$ cat src/rtl/wrbs_params.svh
// Purpose: constants of the wake, reset and boot sequencer
// Assumes: included by its bare name
// Notes: byte addresses of one aligned 32-bit word each
`ifndef WRBS_PARAMS_SVH
`define WRBS_PARAMS_SVH
// register byte addresses
`define WRBS_ADDR_CTRL 8'h00
`define WRBS_ADDR_STAT 8'h04
`define WRBS_ADDR_RESUME 8'h08
// power_control_register fields
`define WRBS_CTRL_PD_BIT 0
`define WRBS_CTRL_SER_BIT 1
`define WRBS_CTRL_EXT0_BIT 2
`define WRBS_CTRL_IC_BIT 3
`define WRBS_CTRL_RESET 4'h0
// bus responses
`define WRBS_RESP_OKAY 2'h0
`define WRBS_RESP_SLVERR 2'h2
// power-on timer: time in ms and clock rate in MHz
`define WRBS_POR_DELAY_MS 128
`define WRBS_CLK_MHZ 200
`define WRBS_POR_DELAY_CYC (`WRBS_POR_DELAY_MS * 1000 * `WRBS_CLK_MHZ)
// wake source codes
`define WRBS_SRC_NONE 2'h0
`define WRBS_SRC_IC 2'h1
`define WRBS_SRC_SER 2'h2
`define WRBS_SRC_EXT0 2'h3
`endif

$ cat src/rtl/wrbs_pkg.sv
// Purpose: types of the wake, reset and boot sequencer
// Assumes: nothing
// Notes: bus signal names kept as published
package wrbs_pkg;
  // sequencer states
  typedef enum logic [2:0] {
    ST_OFF, ST_HOLD, ST_TIMER, ST_RUN, ST_PDOWN
  } wrbs_state_e;
  // master to slave
  typedef struct packed {
    logic awvalid;
    logic [7:0] awaddr;
    logic wvalid;
    logic [31:0] wdata;
    logic [3:0] wstrb;
    logic bready;
    logic arvalid;
    logic [7:0] araddr;
    logic rready;
  } wrbs_axi_req_s;
  // slave to master
  typedef struct packed {
    logic awready;
    logic wready;
    logic bvalid;
    logic [1:0] bresp;
    logic arready;
    logic rvalid;
    logic [31:0] rdata;
    logic [1:0] rresp;
  } wrbs_axi_rsp_s;
endpackage

$ cat src/rtl/wrbs_top.sv
// Purpose: wake from power-down, power-on reset and boot strap sequencer
// Assumes: 200 MHz core clock, supply comparators and interrupts as pins
// Notes: registers over AXI4-Lite, one write and one read at a time
`include "wrbs_params.svh"
module wrbs_top
  import wrbs_pkg::*;
#(
  parameter int unsigned POR_DELAY_CYC = `WRBS_POR_DELAY_CYC,
  parameter int AW = 16
) (
  input wire logic CLK,
  input wire logic RST,
  input wire wrbs_pkg::wrbs_axi_req_s AXI_REQ,
  output wrbs_pkg::wrbs_axi_rsp_s AXI_RSP,
  input wire logic SUPPLY_ABOVE_2V45,
  input wire logic SUPPLY_ABOVE_4V5,
  input wire logic SUPPLY_ABOVE_1V,
  input wire logic VERSION_5V,
  input wire logic RESET_PIN,
  input wire logic IC_IRQ,
  input wire logic SERIAL_IRQ,
  input wire logic EXT_IRQ_ZERO_N,
  input wire logic STROBE_I,
  output logic STROBE_O,
  output logic STROBE_OE,
  input wire logic CORE_STROBE,
  input wire logic MEMSEL_I,
  output logic MEMSEL_O,
  output logic MEMSEL_OE,
  input wire logic EMU_TX,
  input wire logic EMU_TX_EN,
  output logic EMU_RX,
  input wire logic [AW-1:0] CORE_NEXT_PC,
  output logic CORE_RST,
  output logic CORE_CLK_EN,
  output logic PERIPH_EN,
  output logic IC_EN,
  output logic PORT_HOLD,
  output logic WAKE_IRQ,
  output logic [1:0] WAKE_SRC,
  output logic [AW-1:0] RESUME_PC,
  output logic BOOT_SERIAL,
  output logic EMUL_MODE
);
  import wrbs_pkg::*;

  // synchronised pins
  logic [9:0] pins_s;
  logic hi3_s, hi5_s, hi1_s, v5_s, rpin_s, ic_s, ser_s, ext0n_s, strb_s, msel_s;
  wrbs_sync #(.W(10), .INIT(10'h0A4)) u_sync (
    .CLK(CLK),
    .RST(RST),
    .D({SUPPLY_ABOVE_2V45, SUPPLY_ABOVE_4V5, SUPPLY_ABOVE_1V, VERSION_5V,
        RESET_PIN, IC_IRQ, SERIAL_IRQ, EXT_IRQ_ZERO_N, STROBE_I, MEMSEL_I}),
    .Q(pins_s)
  );
  assign {hi3_s, hi5_s, hi1_s, v5_s, rpin_s, ic_s, ser_s, ext0n_s, strb_s, msel_s} = pins_s;

  wrbs_state_e state_q; // sequencer state
  logic [31:0] por_cnt_q; // power-on delay counter
  logic [3:0] ctrl_q; // power_control_register
  logic rst_prev_q; // reset level last cycle, for the release edge
  logic above_thr; // supply above the version's threshold
  logic pd_enter; // power-down taken this cycle
  logic wake_ic, wake_ser, wake_ext0, wake_any;
  logic serial_wake_enable, ext_irq_zero_wake_enable;

  assign serial_wake_enable = ctrl_q[`WRBS_CTRL_SER_BIT];
  assign ext_irq_zero_wake_enable = ctrl_q[`WRBS_CTRL_EXT0_BIT];
  // threshold follows the part's supply version
  assign above_thr = v5_s ? hi5_s : hi3_s;
  assign pd_enter = (state_q == ST_RUN) && ctrl_q[`WRBS_CTRL_PD_BIT] && !rpin_s;
  // wake qualification; serial and ext zero count only when enabled, the IC interrupt always counts
  assign wake_ic = ic_s;
  assign wake_ser = ser_s && serial_wake_enable;
  assign wake_ext0 = !ext0n_s && ext_irq_zero_wake_enable;
  assign wake_any = wake_ic || wake_ser || wake_ext0;

  // sequencer: supply watch, timer, run and power-down
  always_ff @(posedge CLK) begin
    if (RST) begin
      state_q <= ST_OFF;
    end else if (!hi1_s) begin
      state_q <= ST_OFF;
    end else begin
      case (state_q)
        ST_OFF: begin
          if (above_thr) state_q <= ST_TIMER;
          else state_q <= ST_HOLD;
        end
        ST_HOLD: begin
          // stays in reset while above 1 V but under threshold
          if (above_thr) state_q <= ST_TIMER;
        end
        ST_TIMER: begin
          if (!above_thr) state_q <= ST_HOLD;
          else if (por_cnt_q == POR_DELAY_CYC - 1) state_q <= ST_RUN;
        end
        ST_RUN: begin
          if (!above_thr) state_q <= ST_HOLD;
          else if (pd_enter) state_q <= ST_PDOWN;
        end
        ST_PDOWN: begin
          // pin reset or first qualifying wake ends power-down
          if (!above_thr) state_q <= ST_HOLD;
          else if (rpin_s || wake_any) state_q <= ST_RUN;
        end
        default: state_q <= ST_OFF;
      endcase
    end
  end

  // power-on delay counter, restarts whenever the timer is left
  always_ff @(posedge CLK) begin
    if (RST || state_q != ST_TIMER) begin
      por_cnt_q <= 32'h0;
    end else begin
      por_cnt_q <= por_cnt_q + 32'h1;
    end
  end

  // core reset covers supply reset and the reset pin
  assign CORE_RST = (state_q != ST_RUN && state_q != ST_PDOWN) || rpin_s;
  // clocks and peripherals shut in power-down, the IC only when its enable bit is clear; ports keep levels
  assign CORE_CLK_EN = (state_q == ST_RUN) && !rpin_s;
  assign PERIPH_EN = CORE_CLK_EN;
  assign IC_EN = CORE_CLK_EN || (state_q == ST_PDOWN && ctrl_q[`WRBS_CTRL_IC_BIT]);
  assign PORT_HOLD = (state_q == ST_PDOWN);

  // release edge of reset: the strap sample point
  always_ff @(posedge CLK) begin
    if (RST) rst_prev_q <= 1'b1;
    else rst_prev_q <= CORE_RST;
  end

  // straps caught once per reset release; a low strobe means download, a high memory select means debug
  always_ff @(posedge CLK) begin
    if (RST) begin
      BOOT_SERIAL <= 1'b0;
      EMUL_MODE <= 1'b0;
    end else if (rst_prev_q && !CORE_RST) begin
      BOOT_SERIAL <= !strb_s;
      EMUL_MODE <= msel_s;
    end
  end

  // strobe pin is released while in reset so the strap can be read
  assign STROBE_OE = !CORE_RST;
  assign STROBE_O = CORE_STROBE;
  // memory select pin doubles as the emulation link in emulation mode
  assign MEMSEL_OE = EMUL_MODE && EMU_TX_EN && !CORE_RST;
  assign MEMSEL_O = EMU_TX;
  assign EMU_RX = EMUL_MODE ? msel_s : 1'b1;

  // wake pulse, source and resume point
  always_ff @(posedge CLK) begin
    if (RST || CORE_RST) begin
      WAKE_IRQ <= 1'b0;
      WAKE_SRC <= `WRBS_SRC_NONE;
      RESUME_PC <= '0;
    end else begin
      WAKE_IRQ <= 1'b0;
      if (pd_enter) begin
        RESUME_PC <= CORE_NEXT_PC;
      end
      if (state_q == ST_PDOWN && wake_any) begin
        // fixed priority picks one source when several arrive together
        WAKE_IRQ <= 1'b1;
        if (wake_ic) WAKE_SRC <= `WRBS_SRC_IC;
        else if (wake_ser) WAKE_SRC <= `WRBS_SRC_SER;
        else WAKE_SRC <= `WRBS_SRC_EXT0;
      end
    end
  end

  // bus slave: address and data held until both arrive
  logic aw_q, w_q, bvalid_q, rvalid_q;
  logic [7:0] awaddr_q, araddr_q;
  logic [31:0] wdata_q, rdata_q;
  logic [3:0] wstrb_q;
  logic [1:0] bresp_q, rresp_q;
  logic do_wr, wr_hit;
  assign do_wr = aw_q && w_q && !bvalid_q;
  assign wr_hit = (awaddr_q == `WRBS_ADDR_CTRL);

  // write channels
  always_ff @(posedge CLK) begin
    if (RST) begin
      aw_q <= 1'b0;
      w_q <= 1'b0;
      bvalid_q <= 1'b0;
      bresp_q <= `WRBS_RESP_OKAY;
      awaddr_q <= 8'h00;
      wdata_q <= 32'h0;
      wstrb_q <= 4'h0;
    end else begin
      if (AXI_REQ.awvalid && AXI_RSP.awready) begin
        aw_q <= 1'b1;
        awaddr_q <= AXI_REQ.awaddr;
      end
      if (AXI_REQ.wvalid && AXI_RSP.wready) begin
        w_q <= 1'b1;
        wdata_q <= AXI_REQ.wdata;
        wstrb_q <= AXI_REQ.wstrb;
      end
      if (do_wr) begin
        aw_q <= 1'b0;
        w_q <= 1'b0;
        bvalid_q <= 1'b1;
        bresp_q <= wr_hit ? `WRBS_RESP_OKAY : `WRBS_RESP_SLVERR;
      end else if (bvalid_q && AXI_REQ.bready) begin
        bvalid_q <= 1'b0;
      end
    end
  end

  // control register; defaults return on any core reset
  always_ff @(posedge CLK) begin
    if (RST || CORE_RST) begin
      ctrl_q <= `WRBS_CTRL_RESET;
    end else begin
      if (do_wr && wr_hit && wstrb_q[0]) ctrl_q <= wdata_q[3:0];
      // request bit clears once power-down is taken; a new write wins
      else if (state_q == ST_PDOWN) ctrl_q[`WRBS_CTRL_PD_BIT] <= 1'b0;
    end
  end

  // read channel, answered one cycle after the address is taken
  always_ff @(posedge CLK) begin
    if (RST) begin
      rvalid_q <= 1'b0;
      rdata_q <= 32'h0;
      rresp_q <= `WRBS_RESP_OKAY;
      araddr_q <= 8'h00;
    end else if (AXI_REQ.arvalid && AXI_RSP.arready) begin
      rvalid_q <= 1'b1;
      araddr_q <= AXI_REQ.araddr;
      rresp_q <= `WRBS_RESP_OKAY;
      case (AXI_REQ.araddr)
        `WRBS_ADDR_CTRL: rdata_q <= {28'h0, ctrl_q};
        `WRBS_ADDR_STAT: rdata_q <= {24'h0, EMUL_MODE, BOOT_SERIAL, WAKE_SRC,
                                     1'b0, 3'(state_q)};
        `WRBS_ADDR_RESUME: rdata_q <= 32'(RESUME_PC);
        default: begin
          rdata_q <= 32'h0;
          rresp_q <= `WRBS_RESP_SLVERR;
        end
      endcase
    end else if (rvalid_q && AXI_REQ.rready) begin
      rvalid_q <= 1'b0;
    end
  end

  always_comb begin
    AXI_RSP.awready = !aw_q && !bvalid_q;
    AXI_RSP.wready = !w_q && !bvalid_q;
    AXI_RSP.bvalid = bvalid_q;
    AXI_RSP.bresp = bresp_q;
    AXI_RSP.arready = !rvalid_q;
    AXI_RSP.rvalid = rvalid_q;
    AXI_RSP.rdata = rdata_q;
    AXI_RSP.rresp = rresp_q;
  end
endmodule

$ cat src/rtl/wrbs_sync.sv
// Purpose: two-flop synchroniser for a group of pins
// Assumes: one clock, synchronous active-high reset
// Notes: first stage feeds only the second stage
module wrbs_sync #(
  parameter int W = 1,
  parameter logic [W-1:0] INIT = '0
) (
  input wire logic CLK,
  input wire logic RST,
  input wire logic [W-1:0] D,
  output logic [W-1:0] Q
);
  logic [W-1:0] meta_q; // first stage, read only by the second stage
  // both stages settle to the idle level under reset
  always_ff @(posedge CLK) begin
    if (RST) begin
      meta_q <= INIT;
      Q <= INIT;
    end else begin
      meta_q <= D;
      Q <= meta_q;
    end
  end
endmodule

$ cat config.mk
export PLATFORM = sky130hd
export DESIGN_NAME = wrbs_top
export DESIGN_NICKNAME = d
export VERILOG_FILES = /design/src/rtl/wrbs_pkg.sv /design/src/rtl/wrbs_top.sv /design/src/rtl/wrbs_sync.sv
export VERILOG_INCLUDE_DIRS = /design/src /design/src/rtl
export SDC_FILE = /design/constraint.sdc
export NUM_CORES = 1
export LEC_CHECK = 0
export BUFFER_PORTS_ARGS = -buffer_cell sky130_fd_sc_hd__buf_2
export CAP_MARGIN = 5
export CORE_MARGIN = 4
export CORE_UTILIZATION = 45
export CTS_CLUSTER_DIAMETER = 60
export DETAILED_ROUTE_END_ITERATION = 7
export GPL_TIMING_DRIVEN = 1
export PLACE_DENSITY = 0.73
export SYNTH_ARGS = -nofsm -noshare
export SYNTH_HDL_FRONTEND = slang
export SYNTH_SLANG_ARGS = --single-unit
export TNS_END_PERCENT = 100
$ cat constraint.sdc
create_clock -name CLK -period 2 [get_ports CLK]
set_input_delay 0.2 -clock CLK [delete_from_list [all_inputs] [get_ports CLK]]
set_output_delay 0.2 -clock CLK [all_outputs]
set_load 0.02 [all_outputs]
### Yosys cells after proc, flatten, opt, wreduce, memory -nomap -nowiden

Index checks and enable logic that the tools add are counted.

* output and inout port bits: 72
* word-level logic and storage cells: 108
* bits of input ports: 88
* register bits: 134

* add/subtract/negate cells: 1
* equality and inequality tests: 14
* mux-type cells: 23
* bitwise logic cells: 1
* reductions and logical operators: 47

Operators with widths (number)
* one-hot mux 16 bit (3 select lines): 1
* adder 32 x 1 -> 32 bit, second input constant: 1
* == test 32 x 25 -> 1 bit, second input constant: 1
* logical AND 1 bit: 22
* two-way mux 3 bit: 7
* zero test 8 bit: 2
* one-hot mux 3 bit (5 select lines): 1
* two-way mux 1 bit: 10
* != test 3 x 2 -> 1 bit, second input constant: 3
* != test 3 bit, second input constant: 3
* == test 8 x 3 -> 1 bit, second input constant: 1
* == test 8 x 4 -> 1 bit, second input constant: 1
* zero test 1 bit: 8
* two-way mux 2 bit: 4
* logical OR 1 bit: 7
* == test 3 x 2 -> 1 bit, second input constant: 2
* nonzero test 2 bit: 3
* AND reduction 4 bit: 1
* OR reduction 2 bit: 2
* == test 3 x 1 -> 1 bit, second input constant: 1
* == test 3 bit, second input constant: 1
* zero test 3 bit: 1
* OR reduction 3 bit: 1
* != test 2 bit, second input constant: 1
* NOT 1 bit: 1

### Logic depth before layout (Yosys ltp)

Gate-level depths: netlist of run 1.

* depth in word-level cells: 7
* depth in mapped cells: 7
* gate-level depth less buffers: 6

### Hierarchy

A second synthesis of run 1 with hierarchy kept.

* cell total of the unflattened synthesis: 550
* area, all modules: 4868.4 um2

By module, submodules not included
* wrbs_top: seq. area each 1921.8 um2, times used 1, area each 4326.6 um2, cells each 508
* wrbs_sync: seq. area each 400.4 um2, times used 1, area each 541.8 um2, cells each 42

### Worst setup path after synthesis of run 1

No wires, ideal clock.

* kind: reg2reg
* from: reg state_q[0]
* to: reg RESUME_PC[0]
* library setup time: 0.070 ns
* path buffers: 3
* slack: 0.113 ns
* period minus slack after synthesis: 1.887 ns
* data required time: 1.930 ns
* stages on the path, launching flop included: 8
* arrival time: 1.816 ns
* path through: dfxtp_1 -> buf_6 -> or3b_1 -> buf_2 -> a21oi_2 -> nand2b_1 -> clkbuf_1 -> a21oi_1

* word-level cells in the longest chain between the ends: 4
* elaborated cells between the ends (all ways): 8
* those cells by class: eq/ne (3); reduce/logical (5)

Ends and longest elaborated chain
* start: declaration: RTL line wrbs_top.sv:59 `wrbs_state_e state_q;`
* start signal: assignment: RTL line wrbs_top.sv:82 `state_q <= ST_OFF;`
* start signal: assignment: RTL line wrbs_top.sv:84 `state_q <= ST_OFF;`
* start signal: assignment: RTL line wrbs_top.sv:88 `if (above_thr) state_q <= ST_TIMER;`
* != test 3 x 2 -> 1 bit / != test 3 bit (equally long branches): RTL line wrbs_top.sv:123 `assign CORE_RST = (state_q != ST_RUN && state_q != ST_PDOWN) || rpin_s;`
* logical AND 1 bit: RTL line wrbs_top.sv:123
* logical OR 1 bit: RTL line wrbs_top.sv:123
* logical OR 1 bit: RTL line wrbs_top.sv:157 `if (RST || CORE_RST) begin`
* end signal: assignment: RTL line wrbs_top.sv:160 `RESUME_PC <= '0;`
* end signal: assignment: RTL line wrbs_top.sv:164 `RESUME_PC <= CORE_NEXT_PC;`
* end: declaration: RTL line wrbs_top.sv:41 `output logic [AW-1:0] RESUME_PC,`

Several ways; a longest one is shown, not always the timed one.
A chain may end at the register's enable or synchronous reset.

### Worst setup path after layout of run 1

* from: reg state_q[1]
* to: out MEMSEL_OE

* word-level cells in the longest chain between the ends: 5
* elaborated cells between the ends (all ways): 6
* those cells by class: eq/ne (2); reduce/logical (4)

Ends and longest elaborated chain
* != test 3 x 2 -> 1 bit / != test 3 bit (equally long branches): RTL line wrbs_top.sv:123
* logical AND 1 bit *: RTL line wrbs_top.sv:123
* logical OR 1 bit *: RTL line wrbs_top.sv:123
* zero test 1 bit *: RTL line wrbs_top.sv:151 `assign MEMSEL_OE = EMUL_MODE && EMU_TX_EN && !CORE_RST;`
* logical AND 1 bit *: RTL line wrbs_top.sv:151
* end: declaration: RTL line wrbs_top.sv:29 `output logic MEMSEL_OE,`

Mark *: on every way between the ends. The rest lies on a longest branch, timed or not.

==> results of run 1 <==
[critical path, delay by kind of cell, from the launching register on]
kind / cells / cell delay, ps
compound gates: 1 / 150
buf+inv: 2 / 240
flops: 1 / 310
simple gates: 2 / 590
[kinds of logic after synthesis]
family / after synthesis
simple gates: 246
flops: 116
compound gates: 72
buf+inv: 60
xor+xnor: 30
mux: 10
fa+ha+maj: 1
other cells: 1
[metal layers]
layer | track usage [%] | vias to the layer above
li1 | - | 2074
met1 | 22.4 | 1942
met2 | 32.1 | 128
met3 | 5.23 | 16
met4 | 7.12 | 0
met5 | 0 | -
[area by class of cell]
class,count,share of cell area [%]
clock inverter,14,2.79
inverter,10,0.590
timing repair buffer,166,17.7
multi-input combinational,377,33.0
tap,133,2.62
clock buffer,18,6.73
sequential,116,36.6
[registers in the layout, summed over array words and instances (netlist names), 2 cells and up]
signal and count:
RESUME_PC 16, WAKE_SRC 2, awaddr_q 8, ctrl_q 4, por_cnt_q 32, rdata_q 16
state_q 3, u_sync.Q 10, u_sync.meta_q 10, wdata_q 4
[cell usage in the layout (no fill, tap or decap), drive strengths merged, types with 5 or more instances in the layout]
| cell type | netlist | final |
|---|---|---|
| xnor2 | 6 | 6 |
| dfxtp | 116 | 116 |
| dlygate4sd3 | 0 | 42 |
| a21oi | 39 | 39 |
| nor2 | 71 | 71 |
| nand2 | 74 | 74 |
| and3 | 7 | 7 |
| nor2b | 17 | 17 |
| nor4 | 10 | 10 |
| xor2 | 24 | 24 |
| clkbuf | 23 | 18 |
| clkinv | 0 | 5 |
| nor3 | 9 | 9 |
| a22oi | 15 | 15 |
| mux2i | 10 | 10 |
| nand4 | 10 | 10 |
| buf | 27 | 124 |
| conb | 1 | 18 |
| or2 | 6 | 6 |
| inv | 10 | 12 |
| nand3 | 22 | 22 |
[metrics by stage]
stage / setup TNS [ps] / setup WS, ps / total power [mW]
floorplan: 0 / 113 / 2.67
global placement: 0 / 247 / 2.72
detailed placement: 0 / 227 / 2.73
CTS: -38.9 / -38.9 / 5.82
finish: 0 / 3.48 / 5.78
global route: -100 / -73.0 / 5.99
[final timing paths]
check / end / cells past startpoint / startpoint / slack, ps
min reg2reg: u_sync.Q[2] / 1 / u_sync.meta_q[2] / 410
max: MEMSEL_OE / 5 / state_q[1] / 3
min: rresp_q[1] / 3 / AXI_REQ[9] / 20
max reg2reg: state_q[0] / 5 / state_q[1] / 110
[power groups by stage]
stage	combinational (mW)	clock, mW	sequential [mW]
after global routing	0.401	3.19	2.40
after detailed placement	0.293	0	2.44
after floorplan	0.234	0	2.44
after CTS	0.358	3.07	2.39
final	0.364	3.02	2.39
after global placement	0.287	0	2.44
[what timing repair did]
item	in CTS	in global routing
setup endpoints to repair	2	4
pin swaps	3	1
setup buffers	3	0
endpoints found under the hold margin	41	0
hold buffers	42	0
resized for setup	8	8
==> impl_metrics.tcl, run 1 <==
set metrics [dict create \
    status "completed" \
    final_cells 834 \
    die_area_um2 12100 \
    drive_gt1_share_pct 25.0 \
    synthCells 536 \
    yosysSeqAreaShare_pct 49.8 \
    io_buffers 106 \
    met1_length_um 4960 \
    yosysWarnings 0 \
    slowest_stage "or3b_4" \
    antenna_found_initial 0 \
    drcViolationCount 0 \
    clock_latency_ps 500 \
    via_per_inst 4.99 \
    synth_flop_cell "dfxtp_1" \
    seq_area_um2 2320 \
    drt.antenna.violating_nets 0 \
    cts_max_level 4 \
    coreArea_um2 9950 \
    final_cell_area_um2 6360 \
    die_y_um 110 \
    fmax_mhz 501 \
    clock_sinks 116 \
    crit_fanout 3 \
    vias 4160 \
    post_drt_wl_per_cell_um 13.5 \
    multiInputGateArea_um2 2100 \
    synth_common_cells "dfxtp_1, nand2_1, nor2_1" \
    clk_path_buf_depth 2 \
    period_minus_slack_ps 2000 \
    antenna_cells 0 \
    cp.arrival_ps 1800 \
    power.switching_mw 1.30 \
    power.share.clock_pct 52.3 \
    ys_ff_latch 116 \
    rsz0062_at_grt "yes" \
    synth-simple-area-share_pct 25.5 \
    finalHoldViolCount 0 \
    synthXorXnorAreaFrac_pct 5.63 \
    die_w_um 110 \
    path_cells "or3b_4, a21oi_4, buf_6, and3_4, buf_6" \
    num_rows 36 \
    crit_type "flip-flop to output pin" \
    dr.pass1.iters 6 \
    seq_power_share_pct 41.4 \
    place_hpwl_um 7630 \
    syn_avg_cell_area_um2 8.70 \
    grt_pass1_vias 3884 \
    pwr-share-comb_pct 6.3 \
    yosys-top-cells-area "dfxtp_1, nand2_1, nor2_1" \
    cts_made_buffers 17 \
    grt_first_pass_wirelength_um 17900 \
    cp.required_ps 1800 \
    place_congestion 0.842 \
    routed_wirelength_um 11300 \
    initial_core_util_pct 46.9 \
    placed_area_um2 5250 \
    cts_tree "built" \
    placedCellCount 757 \
    hold_path.class "input port to flip-flop" \
    slew_violations 0 \
    grt_max_degree 46 \
    cts-root-buf "clkbuf_8" \
    internal_power_mw 4.48 \
    setup_violations 0 \
    clkTransAtPathRegs_ps 60 \
    final.fill_count 794 \
    whs_ps 15.0 \
    syn2layout_area_growth_pct 36.3 \
    p_leak_nw 2.58 \
    startpoint_type "flip-flop" \
    max-vdd-ir-drop_mv 0.450 \
    utilization_pct 63.9 \
    num_io_pins 160 \
    yosys.area.top_type "dfxtp_1" \
    sw_frac_of_total_pct 22.5 \
    dr_wl_met2_um 5450 \
    drt-initial-drc-count 215 \
    synth_compound_area_share_pct 9.68 \
    synthMuxAreaShare_pct 2.15 \
    yosysTopAreaCellShare_pct 49.8 \
    cpMostUsedCell "buf_6" \
    slowest_delay_ps 410 \
    grt_util_all_layers_pct 18.8 \
    synth_most_common_cell "dfxtp_1" \
    synth_edf_count 0 \
    end_kind "output pin" \
    tightestPinTransition_ps 584 \
    top_layer_used "met4" \
    synth_cell_types 48 \
    drv_cap 0 \
    period_share_pct 99.8 \
    slew_headroom_pct 59.9 \
    syn_area_um2 4660 \
    overflow 0 \
    wl_met3_um 727 \
    nets 777 \
    synth_fa_ha_area_share_pct 0.268 \
    fin_skew_ps 16.3 \
    powerDensity_nw_per_um2 909 \
    synth_top_family_by_area "simple AND/OR/NAND/NOR gates" \
    async_reset_ff_share_pct 0 \
]
No activity file was read; power rests on OpenSTA's default activity.
==> run 2, diff against run 1 <==
REMOVE_ABC_BUFFERS = 1   (was not set)
==> run 2 against run 1 <==
Net effect:
- the run now ends with negative setup slack left
- hold slack better by 100 ps
- first-iteration DRC count is 32% higher
- clock skew is 9.3 ps lower
- sequential power hardly changed
- combinational power hardly changed
- cell area is 0.69% higher
- critical path depth stayed put
==> impl_metrics.tcl, run 2 (same netlist as run 1, synthesis figures left out) <==
set metrics [dict create \
    nets 777 \
    slew_headroom_pct 54.9 \
    via_per_inst 4.93 \
    post_drt_wl_per_cell_um 13.4 \
    layout_commonest_cell "dfxtp_1" \
    p_leak_nw 2.62 \
    drive_gt1_share_pct 24.0 \
    fmax_mhz 497 \
    io_buffers 106 \
    initial_core_util_pct 46.9 \
    routed_wirelength_um 11200 \
    timing.rr.start "state_q[2]" \
    utilization_pct 64.3 \
    grt_max_degree 37 \
    clock_latency_ps 510 \
    place_congestion 0.778 \
    cts_made_buffers 17 \
    setup_ws_ps -11.6 \
    tightestPinTransition_ps 677 \
    overflow 0 \
    num_io_pins 160 \
    final_cell_area_um2 6400 \
    cts_max_level 4 \
    setup_violations 1 \
    die_area_um2 12100 \
    grt_util_all_layers_pct 19.0 \
    clk_path_buf_depth 2 \
    end_kind "output pin" \
    drv_cap 0 \
    die_y_um 110 \
    dr.pass1.iters 7 \
    rrSetupSlack_ps 140 \
    finalHoldViolCount 0 \
    p_total_mw 6.07 \
    reg_top3 "por_cnt_q x32, RESUME_PC x16, rdata_q x16" \
    status "complete, but fails checks" \
    largest_reg_flops 32 \
    coreArea_um2 9950 \
    violations "negative setup slack" \
    clock_sinks 116 \
    placedCellCount 756 \
    drt.antenna.violating_nets 0 \
    regMostFlops "por_cnt_q" \
    place_ws_ps 229 \
    cts-root-buf "clkbuf_8" \
    crit_fanout 4 \
    place_hpwl_um 7230 \
    cp.arrival_ps 1810 \
    period_minus_slack_ps 2010 \
    slew_violations 0 \
    final_cell_mix "dfxtp_1, buf_2, nand2_1, nor2_1, dlygate4sd3_1" \
    drt-initial-drc-count 283 \
    placed_area_um2 5270 \
    whs_ps 119 \
    grt_first_pass_wirelength_um 18100 \
    worstHoldPathCells 4 \
    crit_type "flip-flop to output pin" \
    clkTransAtPathRegs_ps 60 \
    num_rows 36 \
    period_share_pct 101 \
    min_from "AXI_REQ[3]" \
    hold_end "rdata_q[3]" \
    die_w_um 110 \
    cts_tree "built" \
    fin_skew_ps 7.02 \
    r2r_cells 5 \
    final_cells 832 \
    cp.required_ps 1800 \
    worstReg2RegEnd "state_q[0]" \
    startpoint_type "flip-flop" \
    vias 4105 \
    hold_path.class "input port to flip-flop" \
    max-vdd-ir-drop_mv 0.587 \
    final.setup.tns_ps -11.6 \
    rsz0062_at_grt "yes" \
    syn2layout_area_growth_pct 37.3 \
    drcViolationCount 0 \
    powerDensity_nw_per_um2 948 \
    antenna_cells 0 \
    antenna_found_initial 0 \
    grt_pass1_vias 3948 \
]
==> run 2: cell types whose count changed in the layout (fill, tap and decap cells not counted), moves of 2 or more <==
| cell | delta |
|---|---|
| buf_2 | +3 |
| buf_4 | -3 |
| bufinv_16 | +3 |
| clkinv_4 | -3 |
| clkinvlp_4 | -3 |
| buf_6 | -2 |
| clkbuf_1 | +2 |
| inv_6 | -2 |
==> run 2: worst max-delay path by stage <==
stage	start	endpoint	slack (ps)	cells after the start
floorplan	por_cnt_q[5]	por_cnt_q[15]	-80	5
global placement	state_q[0]	state_q[0]	250	4
detailed placement	state_q[0]	state_q[0]	230	4
CTS	state_q[1]	MEMSEL_OE	-30	5
global route	state_q[1]	MEMSEL_OE	-90	6
finish	state_q[2]	MEMSEL_OE	-10	5
==> run 2: cell type report <==
| type | instances | area, um^2 |
|---|---|---|
| fillers | 813 | 3550 |
| flip-flops and latches | 116 | 2320 |
| multi-input cells | 377 | 2100 |
| repair buffers | 166 | 1130 |
| clock buffers | 21 | 449 |
| clock inverters | 9 | 201 |
| well taps | 133 | 166 |
| inverters | 10 | 37.5 |
==> run 2: metal layers <==
layer	track usage (%)	vias up	part of all wire (%)
li1	-	2073	-
met1	22.1	1878	42
met2	32.5	137	49
met3	6.11	17	7.0
met4	7.21	0	1.5
met5	0	-	0
==> run 2: power breakdown <==
part | switching (mW) | internal [mW] | total [mW]
registers | 0.0265 | 2.37 | 2.39
clock network | 0.989 | 2.32 | 3.31
logic | 0.192 | 0.174 | 0.367
==> run 2: worst max-delay path, cell delays in order (launching register included) <==
cell     delay, ps
dfxtp_2        320
or3b_4         400
a21oi_4        160
buf_6          140
and3_4         180
buf_6          110
==> run 2: repair_timing <==
item,4_1_cts,5_1_grt
endpoints found under the hold margin,42,0
gates resized for setup,4,5
endpoints found under the setup margin,3,3
buffers inserted,2,1
pin swaps,2,3
hold buffers,43,0
